[config.mk]
export PLATFORM = sky130hd
export DESIGN_NAME = rbx_core
export DESIGN_NICKNAME = d
export VERILOG_FILES = /design/src/hdl/rbx_bitset.sv /design/src/hdl/rbx_core.sv
export SDC_FILE = /design/constraint.sdc
export NUM_CORES = 1
export LEC_CHECK = 0
export BUFFER_PORTS_ARGS = -buffer_cell sky130_fd_sc_hd__buf_4
export CORE_MARGIN = 4
export CORE_UTILIZATION = 45
export CTS_CLUSTER_DIAMETER = 100
export DETAILED_ROUTE_END_ITERATION = 8
export PLACE_DENSITY_LB_ADDON = 0.15
export SETUP_SLACK_MARGIN = 0.2
export SLEW_MARGIN = 0
export SYNTH_ARGS = -nofsm -noshare
export SYNTH_HDL_FRONTEND = slang
export SYNTH_SLANG_ARGS = --single-unit
[constraint.sdc]
create_clock -name core_clk -period 4.9 [get_ports core_clk]
set_input_delay 0.49 -clock core_clk [delete_from_list [all_inputs] [get_ports core_clk]]
set_output_delay 0.49 -clock core_clk [all_outputs]
set_load 0.01 [all_outputs]
[src/hdl/rbx_bitset.sv]
`timescale 1ns/1ns
`default_nettype none
package rbx_pkg;
  localparam int          PC_W        = 21;        // program counter width
  localparam int          DA_W        = 12;        // data address width
  localparam logic [4:0]  OPC_JUMP    = 5'h1A;     // top five bits of the jump
  localparam logic [3:0]  OPC_BITSET  = 4'h8;      // top nibble of the bit set
  localparam int          OFS_W       = 11;        // jump offset field width
  localparam int          BIT_LSB     = 9;         // bit index field position
  localparam int          ACC_BIT     = 8;         // bank-access bit position
  localparam logic [7:0]  ACC_SPLIT   = 8'h60;     // low/high split of access bank
  localparam logic [7:0]  IDX_LIMIT   = 8'h5F;     // top of indexed literal window
  localparam logic [3:0]  ACC_LO_BANK = 4'h0;      // shared low bank
  localparam logic [3:0]  ACC_HI_BANK = 4'hF;      // shared high bank
  localparam logic [PC_W-1:0] PC_STEP = 21'h000002; // one word in bytes
  localparam logic [PC_W-1:0] PC_RST  = 21'h000000; // reset vector
  localparam logic [15:0] NOP_WORD    = 16'h0000;  // word used to flush
  typedef enum logic [1:0] {Q1, Q2, Q3, Q4} rbx_phase_type;
endpackage : rbx_pkg

// address former and bit modifier for the bit-set instruction
module rbx_bitset
  import rbx_pkg::*;
(
  input  wire logic [15:0]     instr,
  input  wire logic [3:0]      bank_pointer,
  input  wire logic            ext_set_en,
  input  wire logic [DA_W-1:0] index_base,
  input  wire logic [7:0]      rd_data,
  output logic      [DA_W-1:0] addr,
  output logic      [7:0]      wr_data,
  output logic                 indexed
);
  wire logic [7:0] file_f   = instr[7:0];           // file address field
  wire logic       use_bank = instr[ACC_BIT];       // bank-access bit
  wire logic [2:0] bit_sel  = instr[BIT_LSB+2:BIT_LSB]; // bit index
  // indexed mode only when access bit clear, extension on, f in window
  assign indexed = !use_bank && ext_set_en && (file_f <= IDX_LIMIT); // RQ8
  wire logic [DA_W-1:0] bank_addr = {bank_pointer, file_f};          // RQ7
  // shared bank: low part of f maps low, upper part maps to the top bank
  wire logic [DA_W-1:0] acc_addr  =
    (file_f < ACC_SPLIT) ? {ACC_LO_BANK, file_f} : {ACC_HI_BANK, file_f}; // RQ6
  wire logic [DA_W-1:0] idx_addr  = index_base + {4'h0, file_f};      // RQ8
  assign addr = use_bank ? bank_addr : (indexed ? idx_addr : acc_addr);
  assign wr_data = rd_data | (8'h01 << bit_sel);                      // RQ5
endmodule : rbx_bitset
`default_nettype wire

[src/hdl/rbx_core.sv]
// How it works
// RQ1 - top bits 11010 mean jump, 11-bit offset
// RQ2 - signed offset doubled, added to counter
// RQ3 - target is own address plus two plus offset
// RQ4 - jump takes two cycles, second is no-op
// RQ5 - nibble 1000 sets indexed bit in file
// RQ6 - access bit zero selects shared bank
// RQ7 - access bit one uses bank pointer
// RQ8 - extended set, f up to 95 is indexed
// RQ9 - no status flag is ever changed
// RQ10 - bit set reads Q2, modifies Q3, writes Q4
`timescale 1ns/1ns
`default_nettype none
module rbx_core
  import rbx_pkg::*;
(
  input  wire logic            core_clk,
  input  wire logic            resetn,
  input  wire logic [15:0]     fetch_word,     // word at fetch_addr
  input  wire logic [3:0]      bank_pointer,   // current bank select
  input  wire logic            ext_set_en,     // extended instruction set on
  input  wire logic [DA_W-1:0] index_base,     // base for indexed literal mode
  input  wire logic [7:0]      data_rdata,     // file register read data
  output logic      [PC_W-1:0] fetch_addr,     // program counter
  output logic      [1:0]      q_phase,        // current instruction phase
  output logic      [DA_W-1:0] data_addr,      // file register address
  output logic                 data_rd,        // read strobe, Q2
  output logic                 data_wr,        // write strobe, Q4
  output logic      [7:0]      data_wdata,     // modified byte
  output logic                 status_wr       // status flag write enable
);
  // state of the four-phase sequencer and of the data path
  rbx_phase_type    phase;                     // four-phase cycle position
  logic [PC_W-1:0]  pc;                        // already incremented counter
  logic [15:0]      ir;                        // instruction in execution
  logic             flush;                     // second jump cycle
  logic [7:0]       rd_latch;                  // byte read in Q2
  logic [7:0]       mod_byte;                  // byte modified in Q3
  logic [DA_W-1:0]  addr_hold;                 // address kept for the cycle

  // decode, a flushed cycle decodes nothing; the flush term stays even though
  // the flushed word is a no-op, so a stale word can never run
  wire logic is_jump   = !flush && (ir[15:11] == OPC_JUMP);    // RQ1
  wire logic is_bitset = !flush && (ir[15:12] == OPC_BITSET);  // RQ5
  // sign extend and double the offset
  // the low bit is always zero: jumps land on word boundaries
  wire logic [PC_W-1:0] jump_ofs =
    {{(PC_W-OFS_W-1){ir[OFS_W-1]}}, ir[OFS_W-1:0], 1'b0};      // RQ2
  // pc is own address plus two here, so the sum is the target
  wire logic [PC_W-1:0] jump_target = pc + jump_ofs;           // RQ3
  // without a jump the counter steps one word
  wire logic [PC_W-1:0] next_pc = is_jump ? jump_target : pc + PC_STEP;

  // outputs of the bit-set address and byte former
  wire logic [DA_W-1:0] bs_addr;
  wire logic [7:0]      bs_wdata;
  wire logic            bs_indexed;

  // address and byte forming live apart, so the bank rules sit in one place
  rbx_bitset rbx_bitset_i (
    .instr        (ir),
    .bank_pointer (bank_pointer),
    .ext_set_en   (ext_set_en),
    .index_base   (index_base),
    .rd_data      (rd_latch),
    .addr         (bs_addr),
    .wr_data      (bs_wdata),
    .indexed      (bs_indexed)
  );

  // phase counter, wraps every four clocks; the enum has exactly four codes,
  // so the wrap needs no compare and no illegal state can be reached
  always_ff @(posedge core_clk) begin
    if (!resetn) begin
      phase <= Q1;
    end else begin
      phase <= rbx_phase_type'(phase + 2'h1);
    end
  end

  // program counter and instruction register change only in Q4
  // counter and word move together, so outside a jump the prefetched word
  // belongs to the address that the counter has just left; a jump loads a no-op
  always_ff @(posedge core_clk) begin
    if (!resetn) begin
      pc    <= PC_RST;
      ir    <= NOP_WORD;
      flush <= 1'b0;
    end else if (phase == Q4) begin
      // a jump cannot sit in the flushed slot, that slot holds a no-op
      pc    <= next_pc;                                        // RQ4
      // the word fetched behind a jump is thrown away
      ir    <= is_jump ? NOP_WORD : fetch_word;                // RQ4
      flush <= is_jump;                                        // RQ4
    end
  end

  // read-modify-write of the file register
  // the address is frozen at the end of Q1, so a later change of bank or mode
  // cannot split one read-modify-write over two registers
  always_ff @(posedge core_clk) begin
    if (!resetn) begin
      rd_latch  <= 8'h00;
      mod_byte  <= 8'h00;
      addr_hold <= '0;
    end else begin
      if (phase == Q1) begin
        addr_hold <= bs_addr;                                  // RQ10
      end
      // a byte seen outside a bit set is ignored, the bus shows junk then
      if (phase == Q2 && is_bitset) begin
        rd_latch <= data_rdata;                                // RQ10
      end
      // Q3 merges the set bit into the byte read in Q2
      if (phase == Q3) begin
        mod_byte <= bs_wdata;                                  // RQ10
      end
    end
  end

  // data outputs come straight from flip-flops, strobes from registered terms
  assign fetch_addr = pc;
  assign q_phase    = phase;
  assign data_addr  = addr_hold;
  assign data_rd    = is_bitset && (phase == Q2);              // RQ10
  assign data_wr    = is_bitset && (phase == Q4);              // RQ10
  assign data_wdata = mod_byte;
  // neither instruction touches the status flags
  assign status_wr  = 1'b0;                                    // RQ9
endmodule : rbx_core
`default_nettype wire

==> out/metrics.yaml, run 1 <==
intPower_uw: 943
antenna_found_initial: 0
finalCriticalPeriod_ns: 3.63
grt_setup_unrepaired: "false"
grt_pass1_vias: 3593
finalCritPeriodShare: 0.740
yosysTopAreaCell: "dfxtp_1"
die_x_um: 103
synth-async-reset-ratio: 0
final.setup.tns_ns: 0
seq_power_share: 0.456
coreArea_sq_um: 8760
vias: 3729
holdWs_ns: 0.383
startpoint_type: "flop"
p_leak_uw: 0.00215
path_max_fanout: 18
min_path_type: "primary input to flop"
synth_seq_area_share: 0.331
grt_pass1_wl_um: 16800
via_per_inst: 5.57
syn_inst: 482
drv_cap: 0
slowest_stage: "or4_1"
p_sw_uw: 342
slew_headroom: 0.470
gp_congestion: 0.854
fin_util: 0.563
crit_family: "simple AND/OR/NAND/NOR gates"
synthDistinctLibCells: 68
drc: 0
cts_buffer_depth: 2
dpl_worst_slack_ns: 1.29
wl_per_cell_um: 15.1
fmax_ghz: 0.276
grt_start_max_net_pins: 75
clock-sinks: 67
swShare: 0.266
htree_levels: 3
postRouteAntennaNets: 0
io_buffers: 86
synth_area_leaders: "dfxtp_1 33%, ha_1 6.8%, nand2_1 5.5%, a21boi_0 4.8%, a21oi_1 3.5%"
synth.avg_cell_area_sq_um: 8.41
rows: 34
crit_path_end_kind: "flop"
worst_skew_pair.late_latency_ns: 0.36
setup_ws_ns: 1.27
pin_count: 89
ctsHoldBuffers: 0
arrival_ns: 3.88
area_growth_pct: 21.7
nNetsFinal: 623
slew_violations: 0
initial_utilization: 0.463
crit_chain: "nor3b_4 > nand4_1 > buf_4 > or2_2 > ha_1 > fa_1 > a21o_1 > a21o_1 > a21oi_1 > o21ai_2 > or4_1 > and3_1 > o21a_1"
design_power_total_uw: 1280
synth_edf_count: 0
crit_required_ns: 5.15
cp.buffers_inverters: 1
drtIter0Drc: 182
p_comb_frac: 0.135
synth-main-ff-cell: "dfxtp_1"
grt_remaining_overflow: 0
cts_setup_buffers: 0
worst_slew_pin_slew_ns: 0.794
setup_viol_count_final: 0
cts_tree: "done"
track_usage: 0.199
power_density_nw_per_um2: 260
yosysWarnings: 0
path_clk_slew_ns: 0.08
drive_gt1_frac: 0.219
worst_path_most_repeated_cell: "a21o_1"
worstSetupPathType: "flop to flop"
cts_buffers: 9
dp_hpwl_um: 7290
cts-root-buf: "clkbuf_8"
crit_path_max_incr_delay_ns: 0.50
die_area_sq_um: 10600
hold_violations: 0
fin_skew_ns: 0.0136
multi_input_area_sq_um: 2510
totalWireLength_um: 10100
vdd_drop_max_mv: 0.121
synth-seq-cells: 67
status: "complete, no violations"
cts_resized: 0
seq_area_sq_um: 1340
fillCellCount: 867
dr.pass1.iters: 4
syn_area_sq_um: 4060
die_h_um: 103
power_frac_clock: 0.410
n_antenna_cell: 0
synth_top_area_share: 0.331
-- layer usage --
| layer | global-route usage | vias up | part of all wire |
|---|---|---|---|
| met5 | 0 | - | 0 |
| met4 | 0.0697 | 0 | 0.016 |
| met3 | 0.0440 | 15 | 0.052 |
| met2 | 0.311 | 93 | 0.47 |
| met1 | 0.269 | 1743 | 0.46 |
| li1 | - | 1878 | - |
-- sequential cells by signal, indices dropped and copies added (netlist names) --
register and flops:
fetch_addr 20, ir 16, data_addr 12, data_wdata 8
rd_latch 8, q_phase 2, flush 1
-- power by group through the flow --
stage / logic [uW] / registers [uW] / clock network, uW
floorplan: 92.2 / 602 / 0
global placement: 170 / 597 / 0
detailed placement: 172 / 598 / 0
CTS: 174 / 586 / 537
global route: 192 / 589 / 560
finish: 173 / 585 / 526
-- stage by stage --
step                      instances  instance area [sq um]
after floorplan                 483                   4060
after global placement          653                   4710
after detailed placement        653                   4710
after CTS                       669                   4940
after global routing            669                   4940
final                           669                   4940
-- cells in the final DEF, fill, tap and decap left out, drive strengths merged, types with 7 or more instances in the layout --
cell    synthesis  routed
buf             9      88
dfxtp          67      67
nand2          59      59
nand3          29      29
a21oi          28      28
a21boi         26      26
o21ai          24      24
ha             22      22
nor2           20      20
and2           19      19
inv            15      16
mux2i          13      13
xnor2          11      11
nor2b          11      11
clkbuf         17       9
nor3            7       7
-- layout make-up --
class,instances,area share
Multi-Input combinational cell,374,0.510
Sequential cell,67,0.272
Timing Repair Buffer,88,0.134
Tap cell,108,0.0274
Clock buffer,9,0.0251
Clock inverter,7,0.0203
Inverter,16,0.0122
-- synth_stat cells, types with 4 or more instances --
master / n
clkbuf_1: 16
a21o_1: 6
o21ai_0: 21
nand2b_1: 6
o21a_1: 4
a21oi_1: 28
dfxtp_1: 67
and2_1: 13
mux2i_1: 13
a31oi_1: 6
nand2_1: 59
or4_1: 4
a21boi_0: 26
nor3_1: 7
nand3_1: 28
nor2_1: 20
ha_1: 22
nand4_1: 6
xnor2_1: 11
xor2_1: 6
o211ai_1: 6
and3_1: 5
inv_1: 15
nor2b_1: 11
o211a_1: 6
-- path summary, 6_finish.rpt --
path                                  to  cells after the start  slack (ns)                       from
max          fetch_addr[13]$_SDFFE_PN0P_                     13        1.27        ir[15]$_SDFFE_PN0P_
min             rd_latch[6]$_SDFFE_PN0P_                      3        0.38              data_rdata[6]
max reg2reg  fetch_addr[13]$_SDFFE_PN0P_                     13        1.27        ir[15]$_SDFFE_PN0P_
min reg2reg    data_addr[9]$_SDFFE_PN0N_                      2        0.47  data_addr[9]$_SDFFE_PN0N_
-- worst min-delay path: cells and delay by family --
family | cells | cell delay, ns
buffers and inverters | 1 | 0.11
AO/OA/AOI/OAI | 1 | 0.06
AND/OR/NAND/NOR | 1 | 0.04
-- cell families (layout without fill, tap and decap cells) --
group	count (synthesis)	after routing	share of synthesized area
simple gates	183	183	0.238
compound gates	134	134	0.231
xor+xnor	17	17	0.0367
other cells	1	2	0.000925
mux	13	13	0.0321
buf+inv	42	120	0.0500
flops	67	67	0.331
fa+ha+maj	25	25	0.0802
No activity file was read; power rests on OpenSTA's default activity.
==> inputs of run 2 (changes only) <==
--- a/config.mk
+++ b/config.mk
@@ -5,6 +5,7 @@
 export SDC_FILE = /design/constraint.sdc
 export NUM_CORES = 1
 export LEC_CHECK = 0
+export ABC_AREA = 1
 export BUFFER_PORTS_ARGS = -buffer_cell sky130_fd_sc_hd__buf_4
 export CORE_MARGIN = 4
 export CORE_UTILIZATION = 45
==> constraint.sdc (replaced) <==
create_clock -name core_clk -period 3.6 [get_ports core_clk]
set_input_delay 0.36 -clock core_clk [delete_from_list [all_inputs] [get_ports core_clk]]
set_output_delay 0.36 -clock core_clk [all_outputs]
set_load 0.01 [all_outputs]
==> run 2 against run 1 <==
Net effect: clock power is 27% higher; sequential power is 41% higher; count of clock-buffer cells in the layout is 4 higher; cell count is 20% higher; first-iteration DRC count is 38% lower; largest power group unchanged; register-to-register slack worse by 0.66 ns; critical path depth is 4 higher.
==> out/metrics.yaml, run 2 <==
status: "complete, no violations"
power_density_nw_per_um2: 358
cts-root-buf: "clkbuf_8"
grt_pass1_vias: 3961
n_antenna_cell: 0
synth-seq-cells: 67
min_to: "ir[2]$_SDFFE_PN0P_"
grt_setup_unrepaired: "false"
seq_area_sq_um: 1340
coreArea_sq_um: 8850
cts_setup_buffers: 0
synth_seq_area_share: 0.324
hold_start: "fetch_word[2]"
vdd_drop_max_mv: 0.169
busiest_layer: "met2"
synth_area_leaders: "dfxtp_1 32%, nand2_1 13%, inv_1 8.0%, a21oi_1 7.5%, ha_1 6.7%"
synth_edf_count: 0
largest_reg_flops: 20
worst_path_most_repeated_cell: "nand2_1"
arrival_ns: 3.22
slew_headroom: 0.467
htree_levels: 3
yosysTopAreaCell: "dfxtp_1"
crit_required_ns: 3.83
synth.avg_cell_area_sq_um: 6.72
final.setup.tns_ns: 0
cts_resized: 0
reg2reg_depth: 17
via_per_inst: 5.19
fin_skew_ns: 0.0123
worstSetupPathType: "flop to flop"
crit_chain: "inv_1 > nand2_1 > nor2_4 > nand2_1 > or2_2 > ha_1 > fa_1 > nand3_1 > nand3_1 > a21boi_1 > o21bai_1 > nand4_1 > nand3_1 > nand2_1 > nand2_1 > o21ai_0 > inv_1"
grt_start_max_net_pins: 38
totalWireLength_um: 11300
r2r-start: "flush$_SDFFE_PN0P_"
yosysWarnings: 0
drtIter0Drc: 113
cts_buffer_depth: 2
hold_violations: 0
r2r_end: "fetch_addr[13]$_SDFFE_PN0P_"
finalCriticalPeriod_ns: 2.98
min_path_type: "primary input to flop"
multi_input_area_sq_um: 2340
die_area_sq_um: 10800
layout_common_cells: "140 x nand2_1, 90 x buf_4, 88 x inv_1"
crit_path_end_kind: "flop"
die_x_um: 104
fillCellCount: 854
p_leak_uw: 0.00249
area_growth_pct: 21.8
finalCritPeriodShare: 0.829
slowest_stage: "fa_1"
syn_inst: 616
synth_top_area_share: 0.324
drc: 0
dp_hpwl_um: 8490
setup_viol_count_final: 0
slew_violations: 0
synth_most_common_cell: "nand2_1"
path_max_fanout: 14
synthDistinctLibCells: 38
path_clk_slew_ns: 0.08
grt_remaining_overflow: 0
design_power_total_uw: 1800
pin_count: 89
met3_usage: 0.0391
grt_use_met1: 0.280
vias: 4187
worst_skew_pair.late_latency_ns: 0.35
track_usage: 0.211
postRouteAntennaNets: 0
worstHoldPathCells: 3
nNetsFinal: 760
grt_pass1_wl_um: 19000
use_met2: 0.338
ctsHoldBuffers: 0
rows: 34
synth-main-ff-cell: "dfxtp_1"
cts_tree: "done"
startpoint_type: "flop"
dr.pass1.iters: 4
wl_per_cell_um: 14.0
io_buffers: 86
drv_cap: 0
syn_area_sq_um: 4140
cts_buffers: 9
clock-sinks: 67
crit_path_max_incr_delay_ns: 0.43
final_common_cell: "nand2_1"
fmax_ghz: 0.335
die_h_um: 104
fin_util: 0.570
cp.buffers_inverters: 2
worst_slew_pin_slew_ns: 0.799
gp_congestion: 0.887
drive_gt1_frac: 0.179
initial_utilization: 0.468
synth_common_cells: "140 x nand2_1, 88 x inv_1, 67 x dfxtp_1, 62 x a21oi_1, 52 x nor2_1"
crit_family: "simple AND/OR/NAND/NOR gates"
worst-r2r-setup-slack_ns: 0.62
synth-async-reset-ratio: 0
antenna_found_initial: 0
run 2: layer usage:
layer	up-vias	wire (um)
met2	130	5040
met5	-	0
met3	20	736
met1	1870	5240
met4	0	242
li1	2167	-
run 2: final cells by class:
| cell class | instances | share of cell area |
|---|---|---|
| Inverter | 89 | 0.0663 |
| Clock buffer | 13 | 0.0335 |
| Timing Repair Buffer | 90 | 0.134 |
| Multi-Input combinational cell | 436 | 0.464 |
| Clock inverter | 3 | 0.00894 |
| Tap cell | 108 | 0.0268 |
| Sequential cell | 67 | 0.266 |
run 2: worst min-delay path: cells and delay by family:
kind	cells	cell delay, ns
AOI/OAI and AO/OA	1	0.06
and+or+nand+nor	1	0.05
buffers and inverters	1	0.10
run 2: through the flow:
stage                     setup slack, ns  area [sq um]  cells  hold WS [ns]
after CTS                           0.479          5040    806         0.262
after global routing                0.316          5040    806         0.267
after floorplan                     0.705          4140    617         0.424
final                               0.616          5040    806         0.269
after detailed placement            0.502          4830    790         0.448
after global placement              0.641          4830    790         0.444
run 2: kinds of logic (layout without fill, tap and decap cells):
family	count (synthesis)	after routing	synth area share
flops	67	67	0.324
fa+ha+maj	24	24	0.0762
buf+inv	114	195	0.111
compound gates	142	142	0.193
other cells	1	2	0.000906
simple gates	253	253	0.263
xor+xnor	15	15	0.0317
run 2: where the power goes:
part / internal [uW] / total (uW) / switching (uW) / leakage, uW
Combinational: 138 / 314 / 176 / 0.00185
Clock: 377 / 669 / 291 / 0.000102
Sequential: 784 / 822 / 37.8 / 0.000545
Total: 1300 / 1800 / 505 / 0.00249
run 2: how the worst max path moves through the flow:
stage	from	to	slack, ns	cells past startpoint
detailed placement	flush$_SDFFE_PN0P_	fetch_addr[13]$_SDFFE_PN0P_	0.50	17
CTS	flush$_SDFFE_PN0P_	fetch_addr[13]$_SDFFE_PN0P_	0.48	17
floorplan	flush$_SDFFE_PN0P_	fetch_addr[13]$_SDFFE_PN0P_	0.71	18
global route	flush$_SDFFE_PN0P_	fetch_addr[13]$_SDFFE_PN0P_	0.32	17
finish	flush$_SDFFE_PN0P_	fetch_addr[13]$_SDFFE_PN0P_	0.62	17
global placement	flush$_SDFFE_PN0P_	fetch_addr[13]$_SDFFE_PN0P_	0.64	17
